$ cat config.mk
export PLATFORM = sky130hd
export DESIGN_NAME = adc_extra_conversion_control
export DESIGN_NICKNAME = d
export VERILOG_FILES = /design/src/extra_channel_decode.v /design/src/adc_extra_conversion_control.v
export VERILOG_INCLUDE_DIRS = /design/src
export SDC_FILE = /design/constraint.sdc
export NUM_CORES = 1
export LEC_CHECK = 0
export BUFFER_PORTS_ARGS = -buffer_cell sky130_fd_sc_hd__buf_2
export CORE_MARGIN = 3
export CORE_UTILIZATION = 48
export CTS_CLUSTER_DIAMETER = 200
export DETAILED_ROUTE_END_ITERATION = 10
export PLACE_DENSITY = 0.85
export SETUP_SLACK_MARGIN = 0.15
export SLEW_MARGIN = 5
export SYNTH_ARGS = -nofsm -noshare
export SYNTH_HDL_FRONTEND = slang
export SYNTH_SLANG_ARGS = --single-unit
$ cat constraint.sdc
create_clock -name aclk -period 4.2 [get_ports aclk]
set_clock_uncertainty 0.15 [all_clocks]
set_input_delay 1.26 -clock aclk [delete_from_list [all_inputs] [get_ports aclk]]
set_output_delay 1.26 -clock aclk [all_outputs]
set_load 0.05 [all_outputs]
$ cat src/adc_extra_map.vh
// offsets, field positions, reset values and codes of the extra conversion control
// assumes: included by the design files by bare name
`ifndef ADC_EXTRA_MAP_VH
`define ADC_EXTRA_MAP_VH
// ****************************************
// register map
// ****************************************
// register indices: the bus byte address is four times the index
`define EXTRA_CTRL_OFFSET 8'hb6
`define EXTRA_STATUS_OFFSET 8'hba
`define EXTRA_CTRL_RESET 8'h00
// ****************************************
// field positions
// ****************************************
`define REF_HI 7
`define REF_LO 6
`define DEC_HI 5
`define DEC_LO 4
`define CH_HI 3
`define CH_LO 0
// ****************************************
// decimation rates
// ****************************************
`define DEC_RATE_64 10'h040
`define DEC_RATE_128 10'h080
`define DEC_RATE_256 10'h100
`define DEC_RATE_512 10'h200
// ****************************************
// channel codes of note
// ****************************************
`define CH_LAST_SINGLE 4'h7
`define CH_FIRST_DIFF 4'h8
`define CH_LAST_DIFF 4'hb
`define CH_GND 4'hc
`define CH_POS_REF 4'hd
`define CH_TEMP 4'he
`define CH_VDD_THIRD 4'hf
`endif

$ cat src/extra_channel_decode.v
// decodes the four-bit extra channel code into input selects
// assumes: combinational, fed from the control register of the same clock
`timescale 1ns/1ps
`default_nettype none
`include "adc_extra_map.vh"
module extra_channel_decode (
    input wire [3:0] code, // channel code
    output reg [7:0] single_sel, // one-hot single-ended input
    output reg [3:0] diff_sel, // one-hot differential pair
    output reg gnd_sel, // ground
    output reg pos_ref_sel, // positive reference
    output reg temp_sel, // temperature sensor
    output reg vdd_third_sel // one third of supply
);
    // one-hot decode; exactly one select is high per code
    always @* begin
        single_sel = 8'h00;
        diff_sel = 4'h0;
        gnd_sel = 1'b0;
        pos_ref_sel = 1'b0;
        temp_sel = 1'b0;
        vdd_third_sel = 1'b0;
        if (code <= `CH_LAST_SINGLE) begin
            single_sel[code[2:0]] = 1'b1;
        end else if (code <= `CH_LAST_DIFF) begin
            diff_sel[code[1:0]] = 1'b1;
        end else begin
            case (code)
                `CH_GND: gnd_sel = 1'b1;
                `CH_POS_REF: pos_ref_sel = 1'b1;
                `CH_TEMP: temp_sel = 1'b1;
                default: vdd_third_sel = 1'b1;
            endcase
        end
    end
endmodule // extra_channel_decode
`default_nettype wire

$ cat src/adc_extra_conversion_control.v
// control register and request logic for the one-off extra conversion
// assumes: axi4-lite master on aclk; converter core reports busy as a level, sequence end and done as same-clock pulses
//
// Implementation choice: the AXI4-Lite interface to the registers.
`timescale 1ns/1ps
`default_nettype none
`include "adc_extra_map.vh"
module adc_extra_conversion_control (
    input wire aclk, // system clock, 40 MHz
    input wire aresetn, // synchronous reset, active low
    input wire [9:0] s_axi_awaddr, // write byte address, word aligned
    input wire s_axi_awvalid, // write address valid
    output wire s_axi_awready, // write address ready
    input wire [31:0] s_axi_wdata, // write data
    input wire [3:0] s_axi_wstrb, // byte enables
    input wire s_axi_wvalid, // write data valid
    output wire s_axi_wready, // write data ready
    output reg [1:0] s_axi_bresp, // write response
    output reg s_axi_bvalid, // write response valid
    input wire s_axi_bready, // write response ready
    input wire [9:0] s_axi_araddr, // read byte address, word aligned
    input wire s_axi_arvalid, // read address valid
    output wire s_axi_arready, // read address ready
    output reg [31:0] s_axi_rdata, // read data
    output reg [1:0] s_axi_rresp, // read response
    output reg s_axi_rvalid, // read data valid
    input wire s_axi_rready, // read data ready
    input wire adc_busy, // converter running
    input wire seq_done, // sequence finished pulse
    input wire extra_done, // extra conversion finished pulse
    output reg extra_start, // start extra conversion pulse
    output reg extra_pending, // extra conversion armed
    output reg [1:0] extra_reference_select, // reference code
    output reg [1:0] extra_decimation_select, // decimation code
    output reg [9:0] extra_decimation_rate, // decimation in samples
    output reg [3:0] extra_channel_select, // channel code
    output reg [7:0] single_sel, // single-ended input select
    output reg [3:0] diff_sel, // differential pair select
    output reg gnd_sel, // ground select
    output reg pos_ref_sel, // positive reference select
    output reg temp_sel, // temperature sensor select
    output reg vdd_third_sel // supply third select
);
    localparam [1:0] RESP_OKAY = 2'b00;
    localparam [1:0] RESP_SLVERR = 2'b10;
    localparam [1:0] ST_IDLE = 2'b00;
    localparam [1:0] ST_RUN = 2'b01;

    reg [7:0] ctrl_r;
    reg [1:0] state_r;
    reg [1:0] state_nxt;
    reg aw_got_r;
    reg w_got_r;
    reg [9:0] awaddr_r;
    reg [7:0] wdata_r;
    reg wstrb0_r;
    wire ch_write;
    wire do_write;
    wire [7:0] sel_single;
    wire [3:0] sel_diff;
    wire sel_gnd;
    wire sel_ref;
    wire sel_temp;
    wire sel_vdd;
    reg launch;

    // ****************************************
    // axi4-lite write channel
    // ****************************************
    // address and data latched separately so either may come first
    assign s_axi_awready = !aw_got_r && !s_axi_bvalid;
    assign s_axi_wready = !w_got_r && !s_axi_bvalid;
    assign do_write = aw_got_r && w_got_r && !s_axi_bvalid;
    // word index sits above the two byte-lane bits
    assign ch_write = do_write && wstrb0_r && (awaddr_r[9:2] == `EXTRA_CTRL_OFFSET);

    always @(posedge aclk) begin
        if (!aresetn) begin
            aw_got_r <= 1'b0;
            w_got_r <= 1'b0;
            awaddr_r <= 10'h000;
            wdata_r <= 8'h00;
            wstrb0_r <= 1'b0;
            s_axi_bvalid <= 1'b0;
            s_axi_bresp <= RESP_OKAY;
        end else begin
            if (s_axi_awvalid && s_axi_awready) begin
                aw_got_r <= 1'b1;
                awaddr_r <= s_axi_awaddr;
            end
            if (s_axi_wvalid && s_axi_wready) begin
                w_got_r <= 1'b1;
                wdata_r <= s_axi_wdata[7:0];
                wstrb0_r <= s_axi_wstrb[0];
            end
            if (do_write) begin
                aw_got_r <= 1'b0;
                w_got_r <= 1'b0;
                s_axi_bvalid <= 1'b1;
                s_axi_bresp <= (awaddr_r[9:2] == `EXTRA_CTRL_OFFSET) ? RESP_OKAY : RESP_SLVERR;
            end else if (s_axi_bvalid && s_axi_bready) begin
                s_axi_bvalid <= 1'b0;
            end
        end
    end

    // ****************************************
    // axi4-lite read channel
    // ****************************************
    assign s_axi_arready = !s_axi_rvalid;

    // status word shows the block's own state: armed and running
    always @(posedge aclk) begin
        if (!aresetn) begin
            s_axi_rvalid <= 1'b0;
            s_axi_rdata <= 32'h0000_0000;
            s_axi_rresp <= RESP_OKAY;
        end else if (s_axi_arvalid && s_axi_arready) begin
            s_axi_rvalid <= 1'b1;
            s_axi_rresp <= RESP_OKAY;
            if (s_axi_araddr[9:2] == `EXTRA_CTRL_OFFSET) begin
                s_axi_rdata <= {24'h00_0000, ctrl_r};
            end else if (s_axi_araddr[9:2] == `EXTRA_STATUS_OFFSET) begin
                s_axi_rdata <= {24'h00_0000, 6'h00, state_r == ST_RUN, extra_pending};
            end else begin
                s_axi_rdata <= 32'h0000_0000;
                s_axi_rresp <= RESP_SLVERR;
            end
        end else if (s_axi_rvalid && s_axi_rready) begin
            s_axi_rvalid <= 1'b0;
        end
    end

    // ****************************************
    // extra conversion sequencing
    // ****************************************
    // launch: idle write starts at once, else wait for sequence end or an idle converter
    always @* begin
        state_nxt = state_r;
        launch = 1'b0;
        case (state_r)
            ST_IDLE: begin
                if (ch_write && !adc_busy) begin
                    launch = 1'b1;
                end else if (extra_pending && !ch_write && (seq_done || !adc_busy)) begin
                    launch = 1'b1;
                end
                if (launch) begin
                    state_nxt = ST_RUN;
                end
            end
            ST_RUN: begin
                if (extra_done) begin
                    state_nxt = ST_IDLE;
                end
            end
            default: state_nxt = ST_IDLE;
        endcase
    end

    // control register; a new channel write wins over the done clear
    always @(posedge aclk) begin
        if (!aresetn) begin
            ctrl_r <= `EXTRA_CTRL_RESET;
            state_r <= ST_IDLE;
            extra_pending <= 1'b0;
            extra_start <= 1'b0;
        end else begin
            state_r <= state_nxt;
            extra_start <= launch;
            if (launch) begin
                extra_pending <= 1'b0;
            end
            if (state_r == ST_RUN && extra_done) begin
                ctrl_r[`CH_HI:`CH_LO] <= 4'h0;
            end
            if (ch_write) begin
                ctrl_r <= wdata_r;
                extra_pending <= !(!adc_busy && state_r == ST_IDLE);
            end
        end
    end

    // ****************************************
    // outputs toward the converter core
    // ****************************************
    extra_channel_decode u_decode (
        .code(ctrl_r[`CH_HI:`CH_LO]),
        .single_sel(sel_single),
        .diff_sel(sel_diff),
        .gnd_sel(sel_gnd),
        .pos_ref_sel(sel_ref),
        .temp_sel(sel_temp),
        .vdd_third_sel(sel_vdd)
    );

    // registered so the analog side sees settled selects
    always @(posedge aclk) begin
        if (!aresetn) begin
            extra_reference_select <= 2'b00;
            extra_decimation_select <= 2'b00;
            extra_decimation_rate <= `DEC_RATE_64;
            extra_channel_select <= 4'h0;
            single_sel <= 8'h00;
            diff_sel <= 4'h0;
            gnd_sel <= 1'b0;
            pos_ref_sel <= 1'b0;
            temp_sel <= 1'b0;
            vdd_third_sel <= 1'b0;
        end else begin
            extra_reference_select <= ctrl_r[`REF_HI:`REF_LO];
            extra_decimation_select <= ctrl_r[`DEC_HI:`DEC_LO];
            case (ctrl_r[`DEC_HI:`DEC_LO])
                2'b00: extra_decimation_rate <= `DEC_RATE_64;
                2'b01: extra_decimation_rate <= `DEC_RATE_128;
                2'b10: extra_decimation_rate <= `DEC_RATE_256;
                default: extra_decimation_rate <= `DEC_RATE_512;
            endcase
            extra_channel_select <= ctrl_r[`CH_HI:`CH_LO];
            single_sel <= sel_single;
            diff_sel <= sel_diff;
            gnd_sel <= sel_gnd;
            pos_ref_sel <= sel_ref;
            temp_sel <= sel_temp;
            vdd_third_sel <= sel_vdd;
        end
    end
endmodule // adc_extra_conversion_control
`default_nettype wire

==> PnR_summary.wiki, run 1 <==
{| class="wikitable"
! Metric !! Value
|-
| Result of the run || finished, final reports clean
|-
| Drt drc || 0
|-
| Fin crit period || 2.59 ns
|-
| Hold Crit Depth || 1
|-
| Headroom to the max-slew limit || 0.503
|-
| Setup violation total in the final timing report || 0
|-
| Cell count after placement || 422
|-
| Pre-Repair DR Iteration Count || 4
|-
| Cell at the root of the clock tree || clkbuf_8
|-
| Count of buffering cells on the critical path with inverters included || 1
|-
| Total number of H-tree levels || 3
|-
| Total placed instance area || 0.00298 mm2
|-
| Power density normalized to cell area || 419 mW/mm2
|-
| Worst Setup End Kind || output port
|-
| Beginning of the worst register-to-register path || awaddr_r[8]$_SDFFE_PN0P_
|-
| Count of endpoints failing hold in the final timing report || 0
|-
| Hold Path Origin || ctrl_r[4]$_SDFFE_PN0P_
|-
| Post-DP HPWL || 3.84 mm
|-
| Leading cell types in the layout, fill and taps excluded || buf_2, dfxtp_1, nand2_1
|-
| Hold bufs inserted after CTS || 0
|-
| Max Cap Viol || 0
|-
| Placement row count || 26
|-
| Maximum count of clock buffers along a single path || 2
|-
| Summed instance area of the synthesized netlist || 0.00267 mm2
|-
| Ports || 143
|-
| Layout Nets || 429
|-
| Die extent in x || 80.5 um
|-
| Worst Hold Path EP || extra_decimation_rate[8]$_SDFF_PN0_
|-
| Largest net degree at the start of global routing || 28
|-
| Area growth from synthesis to final layout || 18.5%
|-
| Highest net fanout along the worst path || 9
|-
| Core area || 0.00524 mm2
|-
| Most common library cell in the layout ignoring fill and taps || buf_2
|-
| Peak supply drop || 0.215 mV
|-
| Number of enable flip-flop cells after synthesis || 0
|-
| Number of standard cells after synthesis || 284
|-
| Ratio of cells with drive above 1 in the final layout || 0.268
|-
| Ys flop type || dfxtp_1
|-
| Tightest hold margin || 0.280 ns
|-
| Arrival time at the worst endpoint || 1.18 ns
|-
| Post-detailed-route via-to-cell ratio || 4.55
|-
| Non-filler cells in the finished layout || 436
|-
| Worst path cell trace || nor2_1 > buf_2
|-
| Number of DRC violations after detailed-routing iteration 0 || 77
|-
| Remaining antenna violation count || 0
|-
| Number of distinct library cells after synthesis || 35
|-
| Worst min-delay path class || reg -> reg
|-
| Endpoint of the most critical register-to-register path || state_r[0]$_SDFFE_PN0P_
|-
| Number of buffers added by the clock tree synthesis step || 9
|-
| Final core utilization || 0.603
|-
| Count of warnings emitted by yosys || 0
|-
| Clock tree from TritonCTS || done
|-
| Via count of the first global-routing pass || 1842
|-
| Tot GR Track Use || 0.165
|-
| Total routed wirelength || 5.04 mm
|-
| Number of antenna violations at the first check in global routing || 0
|-
| RSZ-0062 raised after global routing || no
|-
| I/O Buffers || 79
|-
| Slowest cell on crit path || dfxtp_1
|-
| Total grt overflow || 0
|-
| Final design instance area without fill || 0.00316 mm2
|-
| Setup TNS || 0 ns
|-
| Post CTS Setup Buffer Count || 0
|-
| Worst-Margin Slew || 0.739 ns
|-
| Top Family by Delay on Critical Path || flip-flops
|-
| Mean Syn Cell Area || 9.38 um2
|-
| Post-synthesis register bit count || 70
|-
| Final GP Congestion || 0.748
|-
| Part of the Yosys area used for sequential elements || 0.526
|-
| Clk Latency, worst-skew pair || 0.33 ns
|-
| Type of element launching the critical path || flip-flop
|-
| Share of async-settable or async-resettable flops after synthesis || 0
|-
| Ratio of final minimum period to clock period || 0.616
|-
| Max Freq || 386 MHz
|-
| Clock net sink count || 70
|-
| Die height || 80.5 um
|-
| Global-route wire length before repair || 8.22 mm
|-
| Number of inserted diodes || 0
|-
| Path depth of the worst reg2reg path || 4
|-
| CP max stage delay || 0.38 ns
|-
| Critical path required time || 2.79 ns
|-
| PostCTS Resize Cnt || 0
|-
| Pins over their slew limit || 0
|-
| Worst setup path category || reg -> out
|-
| Total number of vias || 1982
|-
| Leak Pwr || 1.49 nW
|-
| Wire length per cell after detailed routing || 11.6 um
|-
| Initial standard-cell utilization of the core || 0.509
|-
| Clk slew on worst S/H paths || 0.07 ns
|-
| Die Area || 0.00648 mm2
|-
| Worst setup slack for register-to-register paths || 2.32 ns
|}
stage by stage:
step	setup slack [ns]	total power (W)
floorplan	1.49	0.000857
detailed placement	1.51	0.000866
finish	1.61	0.00132
CTS	1.60	0.00133
global route	1.49	0.00138
global placement	1.54	0.000863
flip-flops by register name (all words and copies together), names as in the netlist, 2 cells and up:
register                 count
extra_reference_select       2
extra_channel_select         4
awaddr_r                     8
ctrl_r                       8
extra_decimation_rate        4
extra_decimation_select      2
single_sel                   8
s_axi_rdata                  8
wdata_r                      8
diff_sel                     4
power by group:
part | switching [W] | internal (W)
registers | 0.0000103 | 0.000680
clock network | 0.000217 | 0.000256
logic | 0.000123 | 0.0000375
total | 0.000351 | 0.000973
layout make-up:
class / count / area [um2]
inverter: 6 / 22.5
clock buffer: 13 / 169
sequential: 70 / 1400
multi-input combinational: 196 / 1070
timing repair buffer: 80 / 403
fill: 492 / 2080
tap: 70 / 87.6
clock inverter: 1 / 5.00
cells by family (layout without fill, tap and decap cells):
logic type	Yosys count	count (layout)	share of synthesized area
compound gates	39	39	0.100
simple gates	116	116	0.223
mux	9	9	0.0338
flops	70	70	0.526
other cells	1	32	0.00141
buf+inv	49	100	0.116
Yosys cell counts, types with 2 or more instances:
cell | count | share of area
nand2_1 | 39 | 0.055
a21boi_0 | 11 | 0.031
a22o_1 | 2 | 0.0066
o31ai_1 | 5 | 0.014
buf_2 | 2 | 0.0038
o21ai_1 | 2 | 0.0038
o21ai_0 | 12 | 0.023
inv_1 | 6 | 0.0085
mux2i_1 | 9 | 0.034
o211a_1 | 2 | 0.0075
nand2b_1 | 5 | 0.012
clkbuf_1 | 8 | 0.011
nor3_1 | 5 | 0.0094
nand4b_1 | 2 | 0.0066
nand3_1 | 17 | 0.032
buf_4 | 33 | 0.093
nor2b_1 | 15 | 0.035
nor2_1 | 19 | 0.027
dfxtp_1 | 70 | 0.53
and2_1 | 5 | 0.012
per-layer routing:
layer / global-route usage / vias to the layer above / wire length (um) / share of wire
met5: 0 / - / 0 / 0
met4: 0.0625 / 0 / 24 / 0.0048
met3: 0.0706 / 5 / 519 / 0.10
met2: 0.272 / 83 / 2400 / 0.48
met1: 0.188 / 858 / 2100 / 0.42
li1: - / 1036 / - / -
how the worst max path moves through the flow:
stage	startpoint	endpoint	slack [ns]	cells past startpoint
finish	s_axi_bvalid$_SDFFE_PN0P_	s_axi_awready	1.61	2
global route	s_axi_bvalid$_SDFFE_PN0P_	s_axi_awready	1.49	2
detailed placement	aresetn	single_sel[2]$_SDFF_PN0_	1.51	5
CTS	s_axi_bvalid$_SDFFE_PN0P_	s_axi_awready	1.60	2
floorplan	s_axi_bvalid$_SDFFE_PN0P_	s_axi_awready	1.49	1
global placement	aresetn	single_sel[2]$_SDFF_PN0_	1.54	5
Power figures use the tool's default switching activity.
==> run 2, diff against run 1 <==
CORE_UTILIZATION = 44   (was 48)
PLACE_DENSITY = 0.79   (was 0.85)
clock period = 2.7 ns   (was 4.2 ns; I/O delays follow)
==> run 2 against run 1 <==
Critical path depth is the same. Clock power grew 88%. Clock-buffer cell count shrank 1. Design area grew 1.8%. Die area grew 8.4%. Register-to-register slack lost 1.4 ns. Sequential cell count is the same. Worst setup slack lost 1.0 ns. Largest power group unchanged.
==> PnR_summary.wiki, run 2 (synthesized netlist as in run 1, its figures left out) <==
{| class="wikitable"
! Metric !! Value
|-
| Result of the run || finished, final reports clean (unchanged)
|-
| Die height || 83.8 um (was 80.5 um)
|-
| Critical path required time || 1.74 ns (was 2.79 ns)
|-
| Number of antenna violations at the first check in global routing || 0 (unchanged)
|-
| Type of element launching the critical path || flip-flop (unchanged)
|-
| Post-detailed-route via-to-cell ratio || 4.59 (was 4.55)
|-
| Layout Nets || 431 (was 429)
|-
| Initial standard-cell utilization of the core || 0.470 (was 0.509)
|-
| Worst min-delay path class || reg -> reg (unchanged)
|-
| Sequential fraction of design power || 0.485 (was 0.521)
|-
| Wire length per cell after detailed routing || 11.4 um (was 11.6 um)
|-
| Filler cell count || 530 (was 492)
|-
| Largest net degree at the start of global routing || 26 (was 28)
|-
| Ratio of final minimum period to clock period || 0.783
|-
| Sw Share || 0.250 (was 0.265)
|-
| Max Freq || 473 MHz
|-
| Combined area of the multi-input logic cells || 0.00107 mm2 (unchanged)
|-
| Total number of vias || 2023 (was 1982)
|-
| Drt drc || 0 (unchanged)
|-
| Die Area || 0.00703 mm2 (was 0.00648 mm2)
|-
| Peak supply drop || 0.318 mV (was 0.215 mV)
|-
| Highest net fanout along the worst path || 9 (unchanged)
|-
| Leak Pwr || 1.52 nW (was 1.49 nW)
|-
| PostCTS Resize Cnt || 0 (unchanged)
|-
| Ports || 143 (unchanged)
|-
| Die extent in x || 83.8 um (was 80.5 um)
|-
| Leading cell types in the layout, fill and taps excluded || buf_2, dfxtp_1, nand2_1 (unchanged)
|-
| Clock net sink count || 70 (unchanged)
|-
| Clk Latency, worst-skew pair || 0.33 ns (about the same)
|-
| Clock tree from TritonCTS || done (unchanged)
|-
| Arrival time at the worst endpoint || 1.15 ns (was 1.18 ns)
|-
| Worst-Margin Slew || 0.560 ns (was 0.739 ns)
|-
| Via count of the first global-routing pass || 1836 (was 1842)
|-
| Number of DRC violations after detailed-routing iteration 0 || 105 (was 77)
|-
| Pre-Repair DR Iteration Count || 4 (unchanged)
|-
| Worst path cell trace || nor2_1 > buf_2 (unchanged)
|-
| Total routed wirelength || 5.02 mm (was 5.04 mm)
|-
| Power share of the combinational group || 0.113 (was 0.121)
|-
| Worst Setup End Kind || output port (unchanged)
|-
| Post-DP HPWL || 3.83 mm (was 3.84 mm)
|-
| Placement row count || 27 (was 26)
|-
| Register area || 0.00140 mm2 (unchanged)
|-
| Setup violation total in the final timing report || 0 (unchanged)
|-
| Ratio of cells with drive above 1 in the final layout || 0.271 (was 0.268)
|-
| Portion of total power attributed to the clock network || 0.402 (was 0.357)
|-
| Remaining antenna violation count || 0 (unchanged)
|-
| Switching pwr || 0.000555 W (was 0.000351 W)
|-
| Post-route total power || 0.00221 W (was 0.00132 W)
|-
| Hold bufs inserted after CTS || 0 (unchanged)
|-
| Non-filler cells in the finished layout || 441 (was 436)
|-
| RSZ-0062 raised after global routing || no (unchanged)
|-
| Post CTS Setup Buffer Count || 0 (unchanged)
|-
| Maximum count of clock buffers along a single path || 2 (unchanged)
|-
| Pins over their slew limit || 0 (unchanged)
|-
| Clk slew on worst S/H paths || 0.07 ns (about the same)
|-
| Tot GR Track Use || 0.147 (was 0.165)
|-
| Total grt overflow || 0 (unchanged)
|-
| Cell internal power dissipation || 0.00166 W (was 0.000973 W)
|-
| Max Cap Viol || 0 (unchanged)
|-
| Number of buffers added by the clock tree synthesis step || 9 (unchanged)
|-
| Slowest cell on crit path || dfxtp_1 (unchanged)
|-
| CP max stage delay || 0.38 ns (about the same)
|-
| Core area || 0.00568 mm2 (was 0.00524 mm2)
|-
| Power density normalized to cell area || 689 mW/mm2 (was 419 mW/mm2)
|-
| Area growth from synthesis to final layout || 20.7% (was 18.5%)
|-
| Headroom to the max-slew limit || 0.626 (was 0.503)
|-
| Most common library cell in the layout ignoring fill and taps || buf_2 (unchanged)
|-
| Final GP Congestion || 0.730 (was 0.748)
|-
| Fin crit period || 2.11 ns
|-
| Total number of H-tree levels || 3 (unchanged)
|-
| Cell count after placement || 426 (was 422)
|-
| Number of inserted diodes || 0 (unchanged)
|-
| Worst setup path category || reg -> out (unchanged)
|-
| Global-route wire length before repair || 8.36 mm (was 8.22 mm)
|-
| Cell at the root of the clock tree || clkbuf_8 (unchanged)
|-
| Count of endpoints failing hold in the final timing report || 0 (unchanged)
|-
| Setup TNS || 0 ns (unchanged)
|-
| I/O Buffers || 79 (unchanged)
|}
run 2: changes by cell type in the layout (fill, tap and decap cells not counted), sizes merged:
cell / before / now
clkbuf: 13 / 12
bufinv: 0 / 2
buf: 80 / 82
run 2: worst paths after layout:
| path | from | end | slack [ns] | depth (start not counted) |
|---|---|---|---|---|
| worst max-delay path | s_axi_bvalid$_SDFFE_PN0P_ | s_axi_awready | 0.59 | 2 |
| worst min-delay path | ctrl_r[4]$_SDFFE_PN0P_ | extra_decimation_rate[8]$_SDFF_PN0_ | 0.27 | 1 |
| worst max register to register | s_axi_bvalid$_SDFFE_PN0P_ | state_r[0]$_SDFFE_PN0P_ | 0.92 | 5 |
| worst min register to register | ctrl_r[4]$_SDFFE_PN0P_ | extra_decimation_rate[8]$_SDFF_PN0_ | 0.27 | 1 |
run 2: area by class of cell:
class,count,area share
sequential,70,0.436
clock buffer,12,0.0451
clock inverter,3,0.0214
multi-input combinational,196,0.333
inverter,6,0.00700
timing repair buffer,82,0.130
tap,72,0.0280
run 2: per-stage QoR:
stage | hold WS [ns] | cell area, um2 | worst slack, ns | utilization
2_1_floorplan | 0.256 | 2780 | 0.442 | -
3_3_place_gp | 0.265 | 3000 | 0.581 | 0.529
3_5_place_dp | 0.273 | 3000 | 0.557 | 0.529
4_1_cts | 0.281 | 3220 | 0.562 | 0.567
5_1_grt | 0.300 | 3220 | 0.473 | 0.567
6_report | 0.274 | 3220 | 0.585 | 0.567
run 2: critical path, delay by kind of cell, from the launching register on:
family	cells	cell delay, ns
buffers and inverters	1	0.29
flip-flops	1	0.38
AND/OR/NAND/NOR	1	0.16
run 2: power by group through the flow:
stage | combinational [W] | clock [W] | sequential [W]
after global placement | 0.000248 | 0 | 0.00110
after global routing | 0.000268 | 0.000969 | 0.00108
after floorplan | 0.000223 | 0 | 0.00111
after detailed placement | 0.000251 | 0 | 0.00110
after CTS | 0.000251 | 0.000917 | 0.00107
final | 0.000251 | 0.000890 | 0.00107
run 2: routing by layer:
layer / up-vias / track usage / share of wire
met2: 79 / 0.225 / 0.46
met3: 7 / 0.0563 / 0.096
met1: 899 / 0.180 / 0.43
met4: 0 / 0.0702 / 0.014
li1: 1038 / - / -
met5: - / 0 / 0
==> run 3, diff against run 2 <==
ABC_AREA = 1   (was unset)
clock period = 2.2 ns   (was 2.7 ns; I/O delays follow)
==> run 3 against run 2 <==
Non-clock buffer count fell by 2. Clock-buffer cell count decreased by 1. Sequential power is 26% higher. Via count up 4.2%. First-iteration DRC count is 32% lower. Design area fell by 0.31%. Worst hold slack improved by 0.016 ns. Area after synthesis is 1.0% lower. Die area is 0.95% lower. Total power is 29% higher. Worst setup slack lost 0.32 ns.
==> PnR_summary.wiki, run 3 <==
{| class="wikitable"
! Metric !! Value
|-
| Tot GR Track Use || 0.150 (was 0.147)
|-
| Most common library cell in the layout ignoring fill and taps || buf_2 (unchanged)
|-
| Number of enable flip-flop cells after synthesis || 0 (unchanged)
|-
| Share of async-settable or async-resettable flops after synthesis || 0 (unchanged)
|-
| Top Family by Delay on Critical Path || flip-flops (unchanged)
|-
| Initial standard-cell utilization of the core || 0.468 (was 0.470)
|-
| Number of antenna violations at the first check in global routing || 0 (unchanged)
|-
| Register area || 0.00140 mm2 (unchanged)
|-
| Count of buffering cells on the critical path with inverters included || 1 (unchanged)
|-
| Result of the run || finished, final reports clean (unchanged)
|-
| Main area contributors after synthesis || dfxtp_1, nor2_1, buf_4, nand2_1, o21ai_0 (was dfxtp_1, buf_4, nand2_1, nor2b_1, mux2i_1)
|-
| Total routed wirelength || 5.28 mm (was 5.02 mm)
|-
| RSZ-0062 raised after global routing || no (unchanged)
|-
| Part of the Yosys area used for sequential elements || 0.531 (was 0.526)
|-
| Maximum count of clock buffers along a single path || 2 (unchanged)
|-
| Combined area of the multi-input logic cells || 956 um2 (was 0.00107 mm2)
|-
| Post CTS Setup Buffer Count || 0 (unchanged)
|-
| Global-route wire length before repair || 8.45 mm (was 8.36 mm)
|-
| Core area || 0.00564 mm2 (was 0.00568 mm2)
|-
| I/O Buffers || 79 (unchanged)
|-
| Mean Syn Cell Area || 7.99 um2 (was 9.38 um2)
|-
| Placement row count || 27 (unchanged)
|-
| Area growth from synthesis to final layout || 21.5% (was 20.7%)
|-
| Slowest cell on crit path || dfxtp_1 (unchanged)
|-
| Top cells by count, synth || dfxtp_1, nor2_1, nand2_1 (was dfxtp_1, nand2_1, buf_4)
|-
| Ys flop type || dfxtp_1 (unchanged)
|-
| Global-route met3 utilization || 0.0556 (was 0.0563)
|-
| Worst setup path category || reg -> out (unchanged)
|-
| Number of standard cells after synthesis || 330 (was 284)
|-
| Setup TNS || 0 ns (unchanged)
|-
| Peak supply drop || 0.546 mV (was 0.318 mV)
|-
| Area share of the largest cell type after synthesis || 0.531 (was 0.526)
|-
| Highest net fanout along the worst path || 3 (was 9)
|-
| Hold bufs inserted after CTS || 0 (unchanged)
|-
| Filler cell count || 542 (was 530)
|-
| Number of distinct library cells after synthesis || 23 (was 35)
|-
| Number of buffers added by the clock tree synthesis step || 9 (unchanged)
|-
| Total number of vias || 2108 (was 2023)
|-
| Post-synthesis register bit count || 70 (unchanged)
|-
| Global-route track usage on met2 || 0.241 (was 0.225)
|-
| Worst path cell trace || nor2_2 > buf_2 (was nor2_1 > buf_2)
|-
| Count of warnings emitted by yosys || 0 (unchanged)
|-
| Total number of H-tree levels || 3 (unchanged)
|-
| Critical path required time || 1.39 ns (was 1.74 ns)
|-
| Ratio of final minimum period to clock period || 0.879
|-
| Post-DP HPWL || 3.95 mm (was 3.83 mm)
|-
| Remaining antenna violation count || 0 (unchanged)
|-
| Arrival time at the worst endpoint || 1.12 ns (was 1.15 ns)
|-
| Number of DRC violations after detailed-routing iteration 0 || 71 (was 105)
|-
| Number of inserted diodes || 0 (unchanged)
|-
| Power density normalized to cell area || 891 mW/mm2 (was 689 mW/mm2)
|-
| Global Route met1 Usage || 0.182 (was 0.180)
|-
| Clock tree from TritonCTS || done (unchanged)
|-
| Leak Pwr || 1.68 nW (was 1.52 nW)
|-
| Drt drc || 0 (unchanged)
|-
| Final design instance area without fill || 0.00321 mm2 (was 0.00322 mm2)
|-
| Total placed instance area || 0.00298 mm2 (was 0.00300 mm2)
|-
| PostCTS Resize Cnt || 0 (unchanged)
|-
| Post-route total power || 0.00286 W (was 0.00221 W)
|-
| Clock net sink count || 70 (unchanged)
|-
| Setup violation total in the final timing report || 0 (unchanged)
|-
| Final GP Congestion || 0.806 (was 0.730)
|-
| Pre-Repair DR Iteration Count || 4 (unchanged)
|-
| Max Cap Viol || 0 (unchanged)
|-
| Largest net degree at the start of global routing || 27 (was 26)
|-
| Die height || 83.4 um (was 83.8 um)
|-
| Ratio of cells with drive above 1 in the final layout || 0.245 (was 0.271)
|-
| Die extent in x || 83.4 um (was 83.8 um)
|-
| Worst min-delay path class || reg -> reg (unchanged)
|-
| Wire length per cell after detailed routing || 10.8 um (was 11.4 um)
|-
| Cell at the root of the clock tree || clkbuf_8 (unchanged)
|-
| Ports || 143 (unchanged)
|-
| Max Freq || 517 MHz
|-
| Layout Nets || 478 (was 431)
|-
| Total grt overflow || 0 (unchanged)
|-
| Die Area || 0.00696 mm2 (was 0.00703 mm2)
|-
| Clk Latency, worst-skew pair || 0.33 ns (about the same)
|-
| Most used routing layer in global routing || met2 (unchanged)
|-
| Type of element launching the critical path || flip-flop (unchanged)
|-
| Fin crit period || 1.93 ns
|-
| CP max stage delay || 0.37 ns (was 0.38 ns)
|-
| Worst Setup End Kind || output port (unchanged)
|-
| Post-detailed-route via-to-cell ratio || 4.31 (was 4.59)
|-
| Pins over their slew limit || 0 (unchanged)
|-
| Leading cell types in the layout, fill and taps excluded || buf_2, dfxtp_1, nor2_1 (was buf_2, dfxtp_1, nand2_1)
|-
| Count of endpoints failing hold in the final timing report || 0 (unchanged)
|-
| Clk slew on worst S/H paths || 0.07 ns (about the same)
|-
| Via count of the first global-routing pass || 1908 (was 1836)
|-
| Cell type with the largest total area after synthesis || dfxtp_1 (unchanged)
|-
| Most common cell in the netlist || dfxtp_1 (unchanged)
|-
| Summed instance area of the synthesized netlist || 0.00264 mm2 (was 0.00267 mm2)
|}
run 3: cells by family (layout without fill, tap and decap cells):
logic type | count (synthesis) | count (layout) | synth area share
flip-flops | 70 | 70 | 0.531
buffers and inverters | 72 | 128 | 0.152
other | 1 | 32 | 0.00142
AO/OA/AOI/OAI | 45 | 45 | 0.0949
AND/OR/NAND/NOR | 142 | 142 | 0.220
run 3: layer usage:
metal / share of wire / vias up
met5: 0 / -
met4: 0.011 / 0
met3: 0.094 / 8
met2: 0.45 / 92
met1: 0.44 / 886
li1: - / 1122
run 3: per-stage QoR:
stage          setup slack [ns]  hold slack (ns)  std cells  utilization
3_3_place_gp              0.322            0.282        473        0.529
5_1_grt                   0.218            0.312        489        0.568
4_1_cts                   0.243            0.296        489        0.568
3_5_place_dp              0.318            0.285        473        0.529
2_1_floorplan             0.304            0.262        361            -
6_report                  0.267            0.290        489        0.568
run 3: worst paths after layout:
check	startpoint	end	slack (ns)	cells after the start
hold reg to reg	ctrl_r[7]$_SDFFE_PN0P_	extra_reference_select[1]$_SDFF_PN0_	0.29	2
setup / recovery	aw_got_r$_SDFFE_PP0P_	s_axi_awready	0.27	2
hold / removal	ctrl_r[7]$_SDFFE_PN0P_	extra_reference_select[1]$_SDFF_PN0_	0.29	2
setup reg to reg	aw_got_r$_SDFFE_PP0P_	ctrl_r[3]$_SDFFE_PN0P_	0.58	6
run 3: tightest hold or removal path, stage by stage (launching register included):
cell,delay (ns)
dfxtp_1,0.31
nand2_1,0.05
inv_1,0.04
run 3: final cells by class:
cell class	instances	area share
Timing Repair Buffer	80	0.130
Multi-Input combinational cell	219	0.298
Tap cell	72	0.0281
Inverter	32	0.0375
Clock buffer	11	0.0441
Sequential cell	70	0.437
Clock inverter	5	0.0254
run 3: power by group:
| group | internal [W] | switching (W) | total, W |
|---|---|---|---|
| clock network | 0.000672 | 0.000460 | 0.00113 |
| logic | 0.0000808 | 0.000296 | 0.000377 |
| registers | 0.00132 | 0.0000317 | 0.00135 |
